$ cat src/rtl/input_select_pkg.sv
package input_select_pkg;

  // ==========================================================================
  // Register map
  // ==========================================================================
  localparam int        ADDR_W          = 8;
  localparam logic [7:0] CTRL_OFFSET    = 8'h00;
  localparam logic [7:0] STATUS_OFFSET  = 8'h04;

  // ==========================================================================
  // Control register fields
  // ==========================================================================
  localparam int SEL_LSB     = 0;
  localparam int SEL_MSB     = 7;
  localparam int POS_LSB     = 4;
  localparam int POS_MSB     = 7;
  localparam int NEG_LSB     = 0;
  localparam int NEG_MSB     = 3;
  localparam int BURN_LSB    = 8;
  localparam int BURN_MSB    = 9;
  localparam int SCAN_BIT    = 16;

  // ==========================================================================
  // Status register fields
  // ==========================================================================
  localparam int ST_SEL_LSB   = 0;
  localparam int ST_SEL_MSB   = 7;
  localparam int ST_BURN_LSB  = 8;
  localparam int ST_BURN_MSB  = 9;
  localparam int ST_GATED_BIT = 16;
  localparam int ST_BUSY_BIT  = 17;
  localparam int ST_PEND_LSB  = 24;
  localparam int ST_PEND_MSB  = 31;

  // ==========================================================================
  // Reset values
  // ==========================================================================
  localparam logic [7:0] SEL_RESET  = 8'h01;
  localparam logic [1:0] BURN_RESET = 2'h0;
  localparam logic       SCAN_RESET = 1'h0;

  // ==========================================================================
  // Selector codes
  // ==========================================================================
  localparam logic [3:0] CODE_EXT_FIRST = 4'h0;
  localparam logic [3:0] CODE_EXT_LAST  = 4'h7;
  localparam logic [3:0] CODE_GROUND    = 4'h8;
  localparam logic [3:0] CODE_ASUPPLY   = 4'h9;
  localparam logic [3:0] CODE_RESERVED  = 4'ha;
  localparam logic [3:0] CODE_REF_POS   = 4'hb;
  localparam logic [3:0] CODE_REF_NEG   = 4'hc;
  localparam logic [3:0] CODE_TEMP_P    = 4'hd;
  localparam logic [3:0] CODE_TEMP_M    = 4'he;
  localparam logic [3:0] CODE_CM_BIAS   = 4'hf;
  localparam logic [7:0] TEMP_PAIR_SEL  = 8'hde;
  localparam int         NUM_CODES      = 16;

  // ==========================================================================
  // Burnout settings
  // ==========================================================================
  localparam logic [1:0] BURN_OFF   = 2'h0;
  localparam logic [1:0] BURN_0U9   = 2'h1;
  localparam logic [1:0] BURN_3U7   = 2'h2;
  localparam logic [1:0] BURN_15U   = 2'h3;

  // ==========================================================================
  // Bus responses
  // ==========================================================================
  localparam logic [1:0] RESP_OKAY   = 2'h0;
  localparam logic [1:0] RESP_SLVERR = 2'h2;

endpackage : input_select_pkg

$ cat src/rtl/sel_decode_if.sv
`timescale 1ns/100ps
interface sel_decode_if;
  logic [3:0]  code;
  logic [15:0] onehot;
  modport ctrl (output code, input onehot);
  modport dec  (input code, output onehot);
endinterface : sel_decode_if

$ cat src/rtl/sel_code_decoder.sv
`timescale 1ns/100ps
module sel_code_decoder
  import input_select_pkg::*;
#(
  parameter int NUM_CHANNELS = 8
) (
  sel_decode_if.dec port_if
);

  if (NUM_CHANNELS != 2 && NUM_CHANNELS != 4 &&
      NUM_CHANNELS != 8) begin : g_bad_channels
    $error("NUM_CHANNELS must be 2, 4 or 8.");
  end

  // ==========================================================================
  // One switch per code
  // ==========================================================================
  // Unbonded channels and the reserved code close no switch at all.
  for (genvar i = 0; i < NUM_CODES; i++) begin : g_switch
    localparam logic [3:0] CODE_I = 4'(i);
    localparam bit UNBONDED = (i < 8) && (i >= NUM_CHANNELS);
    localparam bit BLOCKED  = UNBONDED || (CODE_I == CODE_RESERVED);
    assign port_if.onehot[i] = !BLOCKED && (port_if.code == CODE_I);
  end

endmodule : sel_code_decoder

$ cat src/rtl/adc_input_select_and_burnout_ctrl.sv
// Local design decisions: the register offsets and the AXI4-Lite interface to the registers.
`timescale 1ns/100ps
module adc_input_select_and_burnout_ctrl
  import input_select_pkg::*;
#(
  parameter int NUM_CHANNELS = 8
) (
  input  wire logic              sys_clk_in,
  input  wire logic              sys_rst_in,
  input  wire logic [ADDR_W-1:0] s_axi_awaddr_in,
  input  wire logic              s_axi_awvalid_in,
  output logic                   s_axi_awready_out,
  input  wire logic [31:0]       s_axi_wdata_in,
  input  wire logic [3:0]        s_axi_wstrb_in,
  input  wire logic              s_axi_wvalid_in,
  output logic                   s_axi_wready_out,
  output logic [1:0]             s_axi_bresp_out,
  output logic                   s_axi_bvalid_out,
  input  wire logic              s_axi_bready_in,
  input  wire logic [ADDR_W-1:0] s_axi_araddr_in,
  input  wire logic              s_axi_arvalid_in,
  output logic                   s_axi_arready_out,
  output logic [31:0]            s_axi_rdata_out,
  output logic [1:0]             s_axi_rresp_out,
  output logic                   s_axi_rvalid_out,
  input  wire logic              s_axi_rready_in,
  input  wire logic              conv_start_in,
  input  wire logic              conv_busy_in,
  input  wire logic [7:0]        scan_select_in,
  output logic [15:0]            pos_switch_out,
  output logic [15:0]            neg_switch_out,
  output logic [1:0]             burnout_level_out,
  output logic                   burnout_source_en_out,
  output logic                   burnout_sink_en_out
);

  // ==========================================================================
  // Declarations
  // ==========================================================================
  logic              aw_got_reg,   aw_got_next;
  logic [ADDR_W-1:0] aw_addr_reg,  aw_addr_next;
  logic              w_got_reg,    w_got_next;
  logic [31:0]       w_data_reg,   w_data_next;
  logic [3:0]        w_strb_reg,   w_strb_next;
  logic              awready_reg,  awready_next;
  logic              wready_reg,   wready_next;
  logic              bvalid_reg,   bvalid_next;
  logic [1:0]        bresp_reg,    bresp_next;
  logic              arready_reg,  arready_next;
  logic              rvalid_reg,   rvalid_next;
  logic [31:0]       rdata_reg,    rdata_next;
  logic [1:0]        rresp_reg,    rresp_next;

  logic [7:0]        select_field_reg, select_field_next;
  logic [1:0]        burnout_reg,      burnout_next;
  logic              scan_mode_reg,    scan_mode_next;
  logic [7:0]        applied_sel_reg,  applied_sel_next;
  logic [15:0]       pos_sw_reg,       pos_sw_next;
  logic [15:0]       neg_sw_reg,       neg_sw_next;
  logic [1:0]        burn_lvl_reg,     burn_lvl_next;
  logic              burn_en_reg,      burn_en_next;

  logic [7:0]        pending_sel;
  logic              temp_gated;

  sel_decode_if pos_if ();
  sel_decode_if neg_if ();

  // ==========================================================================
  // Parameter check
  // ==========================================================================
  // Only 2, 4 or 8 external channels can be bonded out.
  if (NUM_CHANNELS != 2 && NUM_CHANNELS != 4 &&
      NUM_CHANNELS != 8) begin : g_bad_channels
    $error("NUM_CHANNELS must be 2, 4 or 8.");
  end

  // ==========================================================================
  // Selector decoders
  // ==========================================================================
  sel_code_decoder #(
    .NUM_CHANNELS (NUM_CHANNELS)
  ) u_pos_decoder (
    .port_if (pos_if.dec)
  );

  sel_code_decoder #(
    .NUM_CHANNELS (NUM_CHANNELS)
  ) u_neg_decoder (
    .port_if (neg_if.dec)
  );

  // The two selectors see separate nibbles and never interact.
  assign pos_if.code = applied_sel_reg[POS_MSB:POS_LSB];
  assign neg_if.code = applied_sel_reg[NEG_MSB:NEG_LSB];

  // ==========================================================================
  // Write channel
  // ==========================================================================
  always_comb begin
    logic [ADDR_W-1:0] addr;
    logic [31:0]       data;
    logic [3:0]        strb;
    addr              = aw_addr_reg;
    data              = w_data_reg;
    strb              = w_strb_reg;
    aw_got_next       = aw_got_reg;
    aw_addr_next      = aw_addr_reg;
    w_got_next        = w_got_reg;
    w_data_next       = w_data_reg;
    w_strb_next       = w_strb_reg;
    bvalid_next       = bvalid_reg;
    bresp_next        = bresp_reg;
    select_field_next = select_field_reg;
    burnout_next      = burnout_reg;
    scan_mode_next    = scan_mode_reg;
    if (bvalid_reg && s_axi_bready_in) begin
      bvalid_next = 1'b0;
    end
    if (s_axi_awvalid_in && awready_reg) begin
      aw_got_next  = 1'b1;
      aw_addr_next = s_axi_awaddr_in;
      addr         = s_axi_awaddr_in;
    end
    if (s_axi_wvalid_in && wready_reg) begin
      w_got_next  = 1'b1;
      w_data_next = s_axi_wdata_in;
      w_strb_next = s_axi_wstrb_in;
      data        = s_axi_wdata_in;
      strb        = s_axi_wstrb_in;
    end
    if (aw_got_next && w_got_next && !bvalid_reg) begin
      aw_got_next = 1'b0;
      w_got_next  = 1'b0;
      bvalid_next = 1'b1;
      bresp_next  = RESP_OKAY;
      if (addr == CTRL_OFFSET) begin
        if (strb[0]) begin
          select_field_next = data[SEL_MSB:SEL_LSB];
        end
        if (strb[1]) begin
          burnout_next = data[BURN_MSB:BURN_LSB];
        end
        if (strb[2]) begin
          scan_mode_next = data[SCAN_BIT];
        end
      end else if (addr != STATUS_OFFSET) begin
        bresp_next = RESP_SLVERR;
      end
    end
    awready_next = !aw_got_next && !bvalid_next;
    wready_next  = !w_got_next && !bvalid_next;
  end

  // ==========================================================================
  // Read channel
  // ==========================================================================
  always_comb begin
    arready_next = arready_reg;
    rvalid_next  = rvalid_reg;
    rdata_next   = rdata_reg;
    rresp_next   = rresp_reg;
    if (rvalid_reg && s_axi_rready_in) begin
      rvalid_next  = 1'b0;
      arready_next = 1'b1;
    end
    if (s_axi_arvalid_in && arready_reg) begin
      arready_next = 1'b0;
      rvalid_next  = 1'b1;
      rdata_next   = 32'h0;
      rresp_next   = RESP_OKAY;
      if (s_axi_araddr_in == CTRL_OFFSET) begin
        rdata_next[SEL_MSB:SEL_LSB]   = select_field_reg;
        rdata_next[BURN_MSB:BURN_LSB] = burnout_reg;
        rdata_next[SCAN_BIT]          = scan_mode_reg;
      end else if (s_axi_araddr_in == STATUS_OFFSET) begin
        rdata_next[ST_SEL_MSB:ST_SEL_LSB]   = applied_sel_reg;
        rdata_next[ST_BURN_MSB:ST_BURN_LSB] = burn_lvl_reg;
        rdata_next[ST_GATED_BIT]            = temp_gated;
        rdata_next[ST_BUSY_BIT]             = conv_busy_in;
        rdata_next[ST_PEND_MSB:ST_PEND_LSB] = pending_sel;
      end else begin
        rresp_next = RESP_SLVERR;
      end
    end
    // A new address is taken only while no read data waits.
    arready_next = !rvalid_next;
  end

  // ==========================================================================
  // Selection and burnout control
  // ==========================================================================
  assign pending_sel = scan_mode_reg ? scan_select_in
                                     : select_field_reg;
  assign temp_gated  = (applied_sel_reg == TEMP_PAIR_SEL);

  always_comb begin
    applied_sel_next = applied_sel_reg;
    if (conv_start_in) begin
      applied_sel_next = pending_sel;
    end
    pos_sw_next = pos_if.onehot;
    neg_sw_next = neg_if.onehot;
    // Burnout follows the stored setting, but is forced off while TEMP_PAIR_SEL is applied.
    burn_lvl_next = temp_gated ? BURN_OFF : burnout_reg;
    burn_en_next  = (burn_lvl_next != BURN_OFF);
  end

  // ==========================================================================
  // Registers
  // ==========================================================================
  // Write handshake state and the settings that software stores.
  always_ff @(posedge sys_clk_in) begin
    if (sys_rst_in) begin
      aw_got_reg       <= 1'b0;
      aw_addr_reg      <= '0;
      w_got_reg        <= 1'b0;
      w_data_reg       <= 32'h0;
      w_strb_reg       <= 4'h0;
      awready_reg      <= 1'b0;
      wready_reg       <= 1'b0;
      bvalid_reg       <= 1'b0;
      bresp_reg        <= RESP_OKAY;
      select_field_reg <= SEL_RESET;
      burnout_reg      <= BURN_RESET;
      scan_mode_reg    <= SCAN_RESET;
    end else begin
      aw_got_reg       <= aw_got_next;
      aw_addr_reg      <= aw_addr_next;
      w_got_reg        <= w_got_next;
      w_data_reg       <= w_data_next;
      w_strb_reg       <= w_strb_next;
      awready_reg      <= awready_next;
      wready_reg       <= wready_next;
      bvalid_reg       <= bvalid_next;
      bresp_reg        <= bresp_next;
      select_field_reg <= select_field_next;
      burnout_reg      <= burnout_next;
      scan_mode_reg    <= scan_mode_next;
    end
  end

  // Read handshake state.
  always_ff @(posedge sys_clk_in) begin
    if (sys_rst_in) begin
      arready_reg      <= 1'b0;
      rvalid_reg       <= 1'b0;
      rdata_reg        <= 32'h0;
      rresp_reg        <= RESP_OKAY;
    end else begin
      arready_reg      <= arready_next;
      rvalid_reg       <= rvalid_next;
      rdata_reg        <= rdata_next;
      rresp_reg        <= rresp_next;
    end
  end

  // Applied code, switch drives and effective burnout level.
  always_ff @(posedge sys_clk_in) begin
    if (sys_rst_in) begin
      applied_sel_reg  <= SEL_RESET;
      pos_sw_reg       <= 16'h0;
      neg_sw_reg       <= 16'h0;
      burn_lvl_reg     <= BURN_OFF;
      burn_en_reg      <= 1'b0;
    end else begin
      applied_sel_reg  <= applied_sel_next;
      pos_sw_reg       <= pos_sw_next;
      neg_sw_reg       <= neg_sw_next;
      burn_lvl_reg     <= burn_lvl_next;
      burn_en_reg      <= burn_en_next;
    end
  end

  // ==========================================================================
  // Outputs
  // ==========================================================================
  assign s_axi_awready_out     = awready_reg;
  assign s_axi_wready_out      = wready_reg;
  assign s_axi_bvalid_out      = bvalid_reg;
  assign s_axi_bresp_out       = bresp_reg;
  assign s_axi_arready_out     = arready_reg;
  assign s_axi_rvalid_out      = rvalid_reg;
  assign s_axi_rdata_out       = rdata_reg;
  assign s_axi_rresp_out       = rresp_reg;
  assign pos_switch_out        = pos_sw_reg;
  assign neg_switch_out        = neg_sw_reg;
  assign burnout_level_out     = burn_lvl_reg;
  assign burnout_source_en_out = burn_en_reg;
  assign burnout_sink_en_out   = burn_en_reg;

endmodule : adc_input_select_and_burnout_ctrl

$ cat config.mk
export PLATFORM = sky130hd
export DESIGN_NAME = adc_input_select_and_burnout_ctrl
export DESIGN_NICKNAME = d
export VERILOG_FILES = /design/src/rtl/input_select_pkg.sv /design/src/rtl/sel_decode_if.sv /design/src/rtl/sel_code_decoder.sv /design/src/rtl/adc_input_select_and_burnout_ctrl.sv
export SDC_FILE = /design/constraint.sdc
export NUM_CORES = 1
export LEC_CHECK = 0
export BUFFER_PORTS_ARGS = -buffer_cell sky130_fd_sc_hd__buf_2
export CAP_MARGIN = 40
export CORE_MARGIN = 5
export CORE_UTILIZATION = 44
export DETAILED_ROUTE_END_ITERATION = 10
export GPL_TIMING_DRIVEN = 0
export PLACE_DENSITY_LB_ADDON = 0.08
export SLEW_MARGIN = 15
export SYNTH_ARGS = -nofsm -noshare
export SYNTH_HDL_FRONTEND = slang
export SYNTH_SLANG_ARGS = --single-unit
$ cat constraint.sdc
create_clock -name sys_clk_in -period 1.7 [get_ports sys_clk_in]
set_clock_uncertainty 0.2 [all_clocks]
set_input_delay 0.085 -clock sys_clk_in [delete_from_list [all_inputs] [get_ports sys_clk_in]]
set_output_delay 0.085 -clock sys_clk_in [all_outputs]
set_load 0.01 [all_outputs]
==> run summary <==
The total power was 4.63 mW; the final-layout fill cell count was 785. The logs give 0.547 for the fraction of power consumed by sequential logic and 2989 for the via count of the first global-routing pass. Total net switching power: 1.13 mW. The longest clock path from root to sink contains 2 buffers.

Beginning of the worst register-to-register path: aw_addr_reg[4]. The post-placement cell count was 625. Routability-driven placement finished with a final weighted congestion of 0.750. The Yosys step of the flow raised 0 warnings. The combined global-route utilization of all metal layers came out at 0.175.

Across the VDD grid, the largest voltage drop is 0.662 mV. The tools report the fraction of power consumed by combinational cells as 0.110. From bottom edge to top edge, the die measures 103 um. In this run the most critical hold path is launched from s_axi_awaddr_in[0]. Summing all multi-input logic gate instances after layout gives 0.00162 mm2. The hold slack came out at -0.0336 ns. The register with the most flip-flops in the layout has 20 of them. The final wirelength is 9400 um.

The peak fanout along the critical path came out at 8. Summed over all layers, the global routing overflow is 0. STA classifies the critical path endpoint as a flop. On the critical path, the stage with the largest delay is an instance of dlygate4sd3_1.

For the worst-skew pair, the clock arrives at the later sink with an insertion delay of 0.36 ns. The endpoint identified for the worst register-to-register timing path is select_field_reg[3]. The actual slew at the worst max-slew pin is 0.649 ns, and the total CTS buffers is 9. Max-cap violations in this run came to 0. The main flop type after synthesis was dfxtp_1. The cell area after technology mapping was 0.00382 mm2. For the initial cell density of the core, the log shows 0.444. Number of slew-limit violations in the final report: 0.

TritonCTS built the clock tree. For the number of antenna violations at the first check in global routing, the log shows 0. For the relative slew slack, the log shows 0.567.

The worst hold path terminates at s_axi_bresp_out[1]. For the share of total power in the clock network, the log shows 0.342. For the DRC violation count after routing, the log shows 0.

146 I/O pins were placed. The checks that failed: negative hold slack, negative setup slack. The net count of the finished layout is 634. The first TritonRoute pass finished after 4 iterations. The analysis attributes to cell leakage a power of 2.38 nW. The number of antenna-violating nets in the routed design was 0; the critical path required time was 1.75 ns. The tools report the maximum number of pins on one net before global-route repair as 18. In the layout the commonest cells are 106 x buf_2, 98 x dfxtp_1, 57 x nor2_1. Area used by sequential logic in the layout: 0.00207 mm2. Setup repair after global routing could not meet its margin everywhere. The number of cells on the worst reg-to-reg path is 5.

The tools report the die outline area as 0.0106 mm2. The share of total power consumed by net switching is 0.243, and the synthesized instance count is 397. For the final critical-path setup slack, the log shows -0.273 ns.

The kind of start point of the critical path is a primary input. In this run the number of H-tree levels came out at 3. Timing would allow up to 0.507 GHz.

After floorplanning, the core was divided into 34 placement rows. The tools report the slack of the worst reg-to-reg path as -0.26 ns. Cell internal power was estimated by the tool at 3.51 mW.

The growth of design area from synthesis to finish was 36.8%; the detailed-placement wirelength estimate was 7020 um. The minimum clock period after layout works out to 1.97 ns. Antenna diode count: 0. The wire length of the first global-routing pass was 14400 um.

The width of the die was 103 um; the CTS clock-pin slew for the worst setup and hold paths was 0.10 ns. Leaving out fill and tap cells, the most frequent cell in the layout is buf_2. The worst setup path is of the primary input to flop kind.

The longest individual stage delay on the worst path is 0.57 ns. The run finished, with violations left. The number of enable flip-flop cells after synthesis was 0; the final number of setup-violating endpoints was 11. The run gives 0.608 as the final core utilization. The share of cells above drive strength 1 was 0.309.

The post-synthesis async set-or-reset flop share came out at 0. Data on the critical path arrives at its endpoint at 2.02 ns. The tools report the setup slack at placement as -0.410 ns. In this run the power density over the cells is 887 mW/mm2.

The portion of the clock cycle consumed by the worst path in the final layout works out to 1.16. The hold path depth is 5, and the final cell count without fillers is 678. The mean cell area of the mapped netlist works out to 9.62 um2.

The final count of hold timing violations came out at 2. The clock root buffer master was clkbuf_8. For this block, the initial DRC count from the detailed router was 139. Clock tree synthesis found a total of 103 sinks.

The core region is 0.00859 mm2. After detailed routing, the average wire length per cell comes to 13.9 um. In the routed layout, each cell is associated on average with a via count of 4.74. The number of unique standard cell types used by synthesis was 39. Number of port buffers: 105. The tools report the sequential fraction of the synthesis area as 0.540. The critical path goes through buf_2 -> dlygate4sd3_1 -> a21oi_1 -> or2_1 -> a2111o_1 -> buf_6 -> mux2_4.

The flip-flop and latch count after synthesis works out to 103. The tightest min-delay check is of the primary input to flop type. For the routed via count, the log shows 3211.
cells by family (layout without fill, tap and decap cells):
family	count (synthesis)	after routing	share of synthesized area
AND/OR/NAND/NOR	171	171	0.214
flip-flops	103	103	0.540
AO/OA/AOI/OAI	56	56	0.110
buffers and inverters	43	201	0.0636
multiplexers	23	23	0.0718
other	1	16	0.000982
synthesized netlist by cell type, types with 2 or more instances:
cell        n  area, um2
nor4_1      3       18.8
nor2_1     57        214
nor4_2      3       37.5
mux2_4      8        120
buf_2       2       10.0
clkbuf_1   20       75.1
o211a_1     8       80.1
or3_1       3       18.8
nand3_2     2       20.0
mux2_1      3       33.8
buf_4      19        143
a21oi_1    23        115
dfxtp_1   103       2060
nand3b_1    2       15.0
a222oi_1   11        110
and2_1      5       31.3
nand2b_1    5       31.3
nor2b_1    13       81.3
mux2i_1    12        120
nor3_1     17       85.1
a211oi_1    7       52.6
or2_1       2       12.5
nand2_1    53        199
worst max path at each step:
stage | startpoint | depth (start not counted) | end
2_1_floorplan | s_axi_awready_out | 6 | select_field_reg[1]
3_3_place_gp | s_axi_awaddr_in[4] | 6 | select_field_reg[4]
3_5_place_dp | s_axi_awaddr_in[4] | 6 | select_field_reg[5]
4_1_cts | aw_addr_reg[4] | 5 | select_field_reg[7]
5_1_grt | aw_addr_reg[4] | 4 | burnout_reg[0]
6_report | s_axi_wvalid_in | 7 | select_field_reg[3]
area by class of cell:
| class | count | area share |
|---|---|---|
| Sequential cell | 103 | 0.397 |
| Multi-Input combinational cell | 266 | 0.310 |
| Timing Repair Buffer | 148 | 0.183 |
| Buffer | 36 | 0.0426 |
| Clock buffer | 11 | 0.0290 |
| Tap cell | 108 | 0.0259 |
| Clock inverter | 5 | 0.0122 |
| Inverter | 1 | 0.000719 |
worst max-delay path: cells and delay by family:
family | cells | cell delay (ns)
compound gates | 2 | 0.53
buf+inv | 3 | 0.83
mux | 1 | 0.29
simple gates | 1 | 0.28
power groups by stage:
stage	clock network [mW]	logic [mW]	registers, mW
after floorplan	0	0.260	2.59
after global placement	0	0.422	2.58
after detailed placement	0	0.426	2.58
after CTS	1.63	0.503	2.53
after global routing	1.72	0.567	2.55
final	1.59	0.512	2.54
stage by stage:
stage / TNS [ns] / cell area, um2
after floorplan: -1.52 / 3890
after global routing: -3.48 / 5220
after detailed placement: -9.10 / 4550
after CTS: -2.65 / 5180
final: -2.78 / 5220
after global placement: -8.59 / 4550
metal layers:
metal  share of wire  up-vias  global-route usage
li1                -     1668                   -
met1            0.44     1451               0.219
met2            0.48       83               0.302
met3           0.065        9              0.0474
met4           0.012        0              0.0369
met5               0        -                   0
what timing repair did:
item	CTS	global route
buffers inserted	1	2
hold endpoints to repair	53	1
gates resized for setup	3	20
setup endpoints to repair	27	46
hold buffers	40	1
pin swaps	1	0
(Power assumes the default switching activity.)
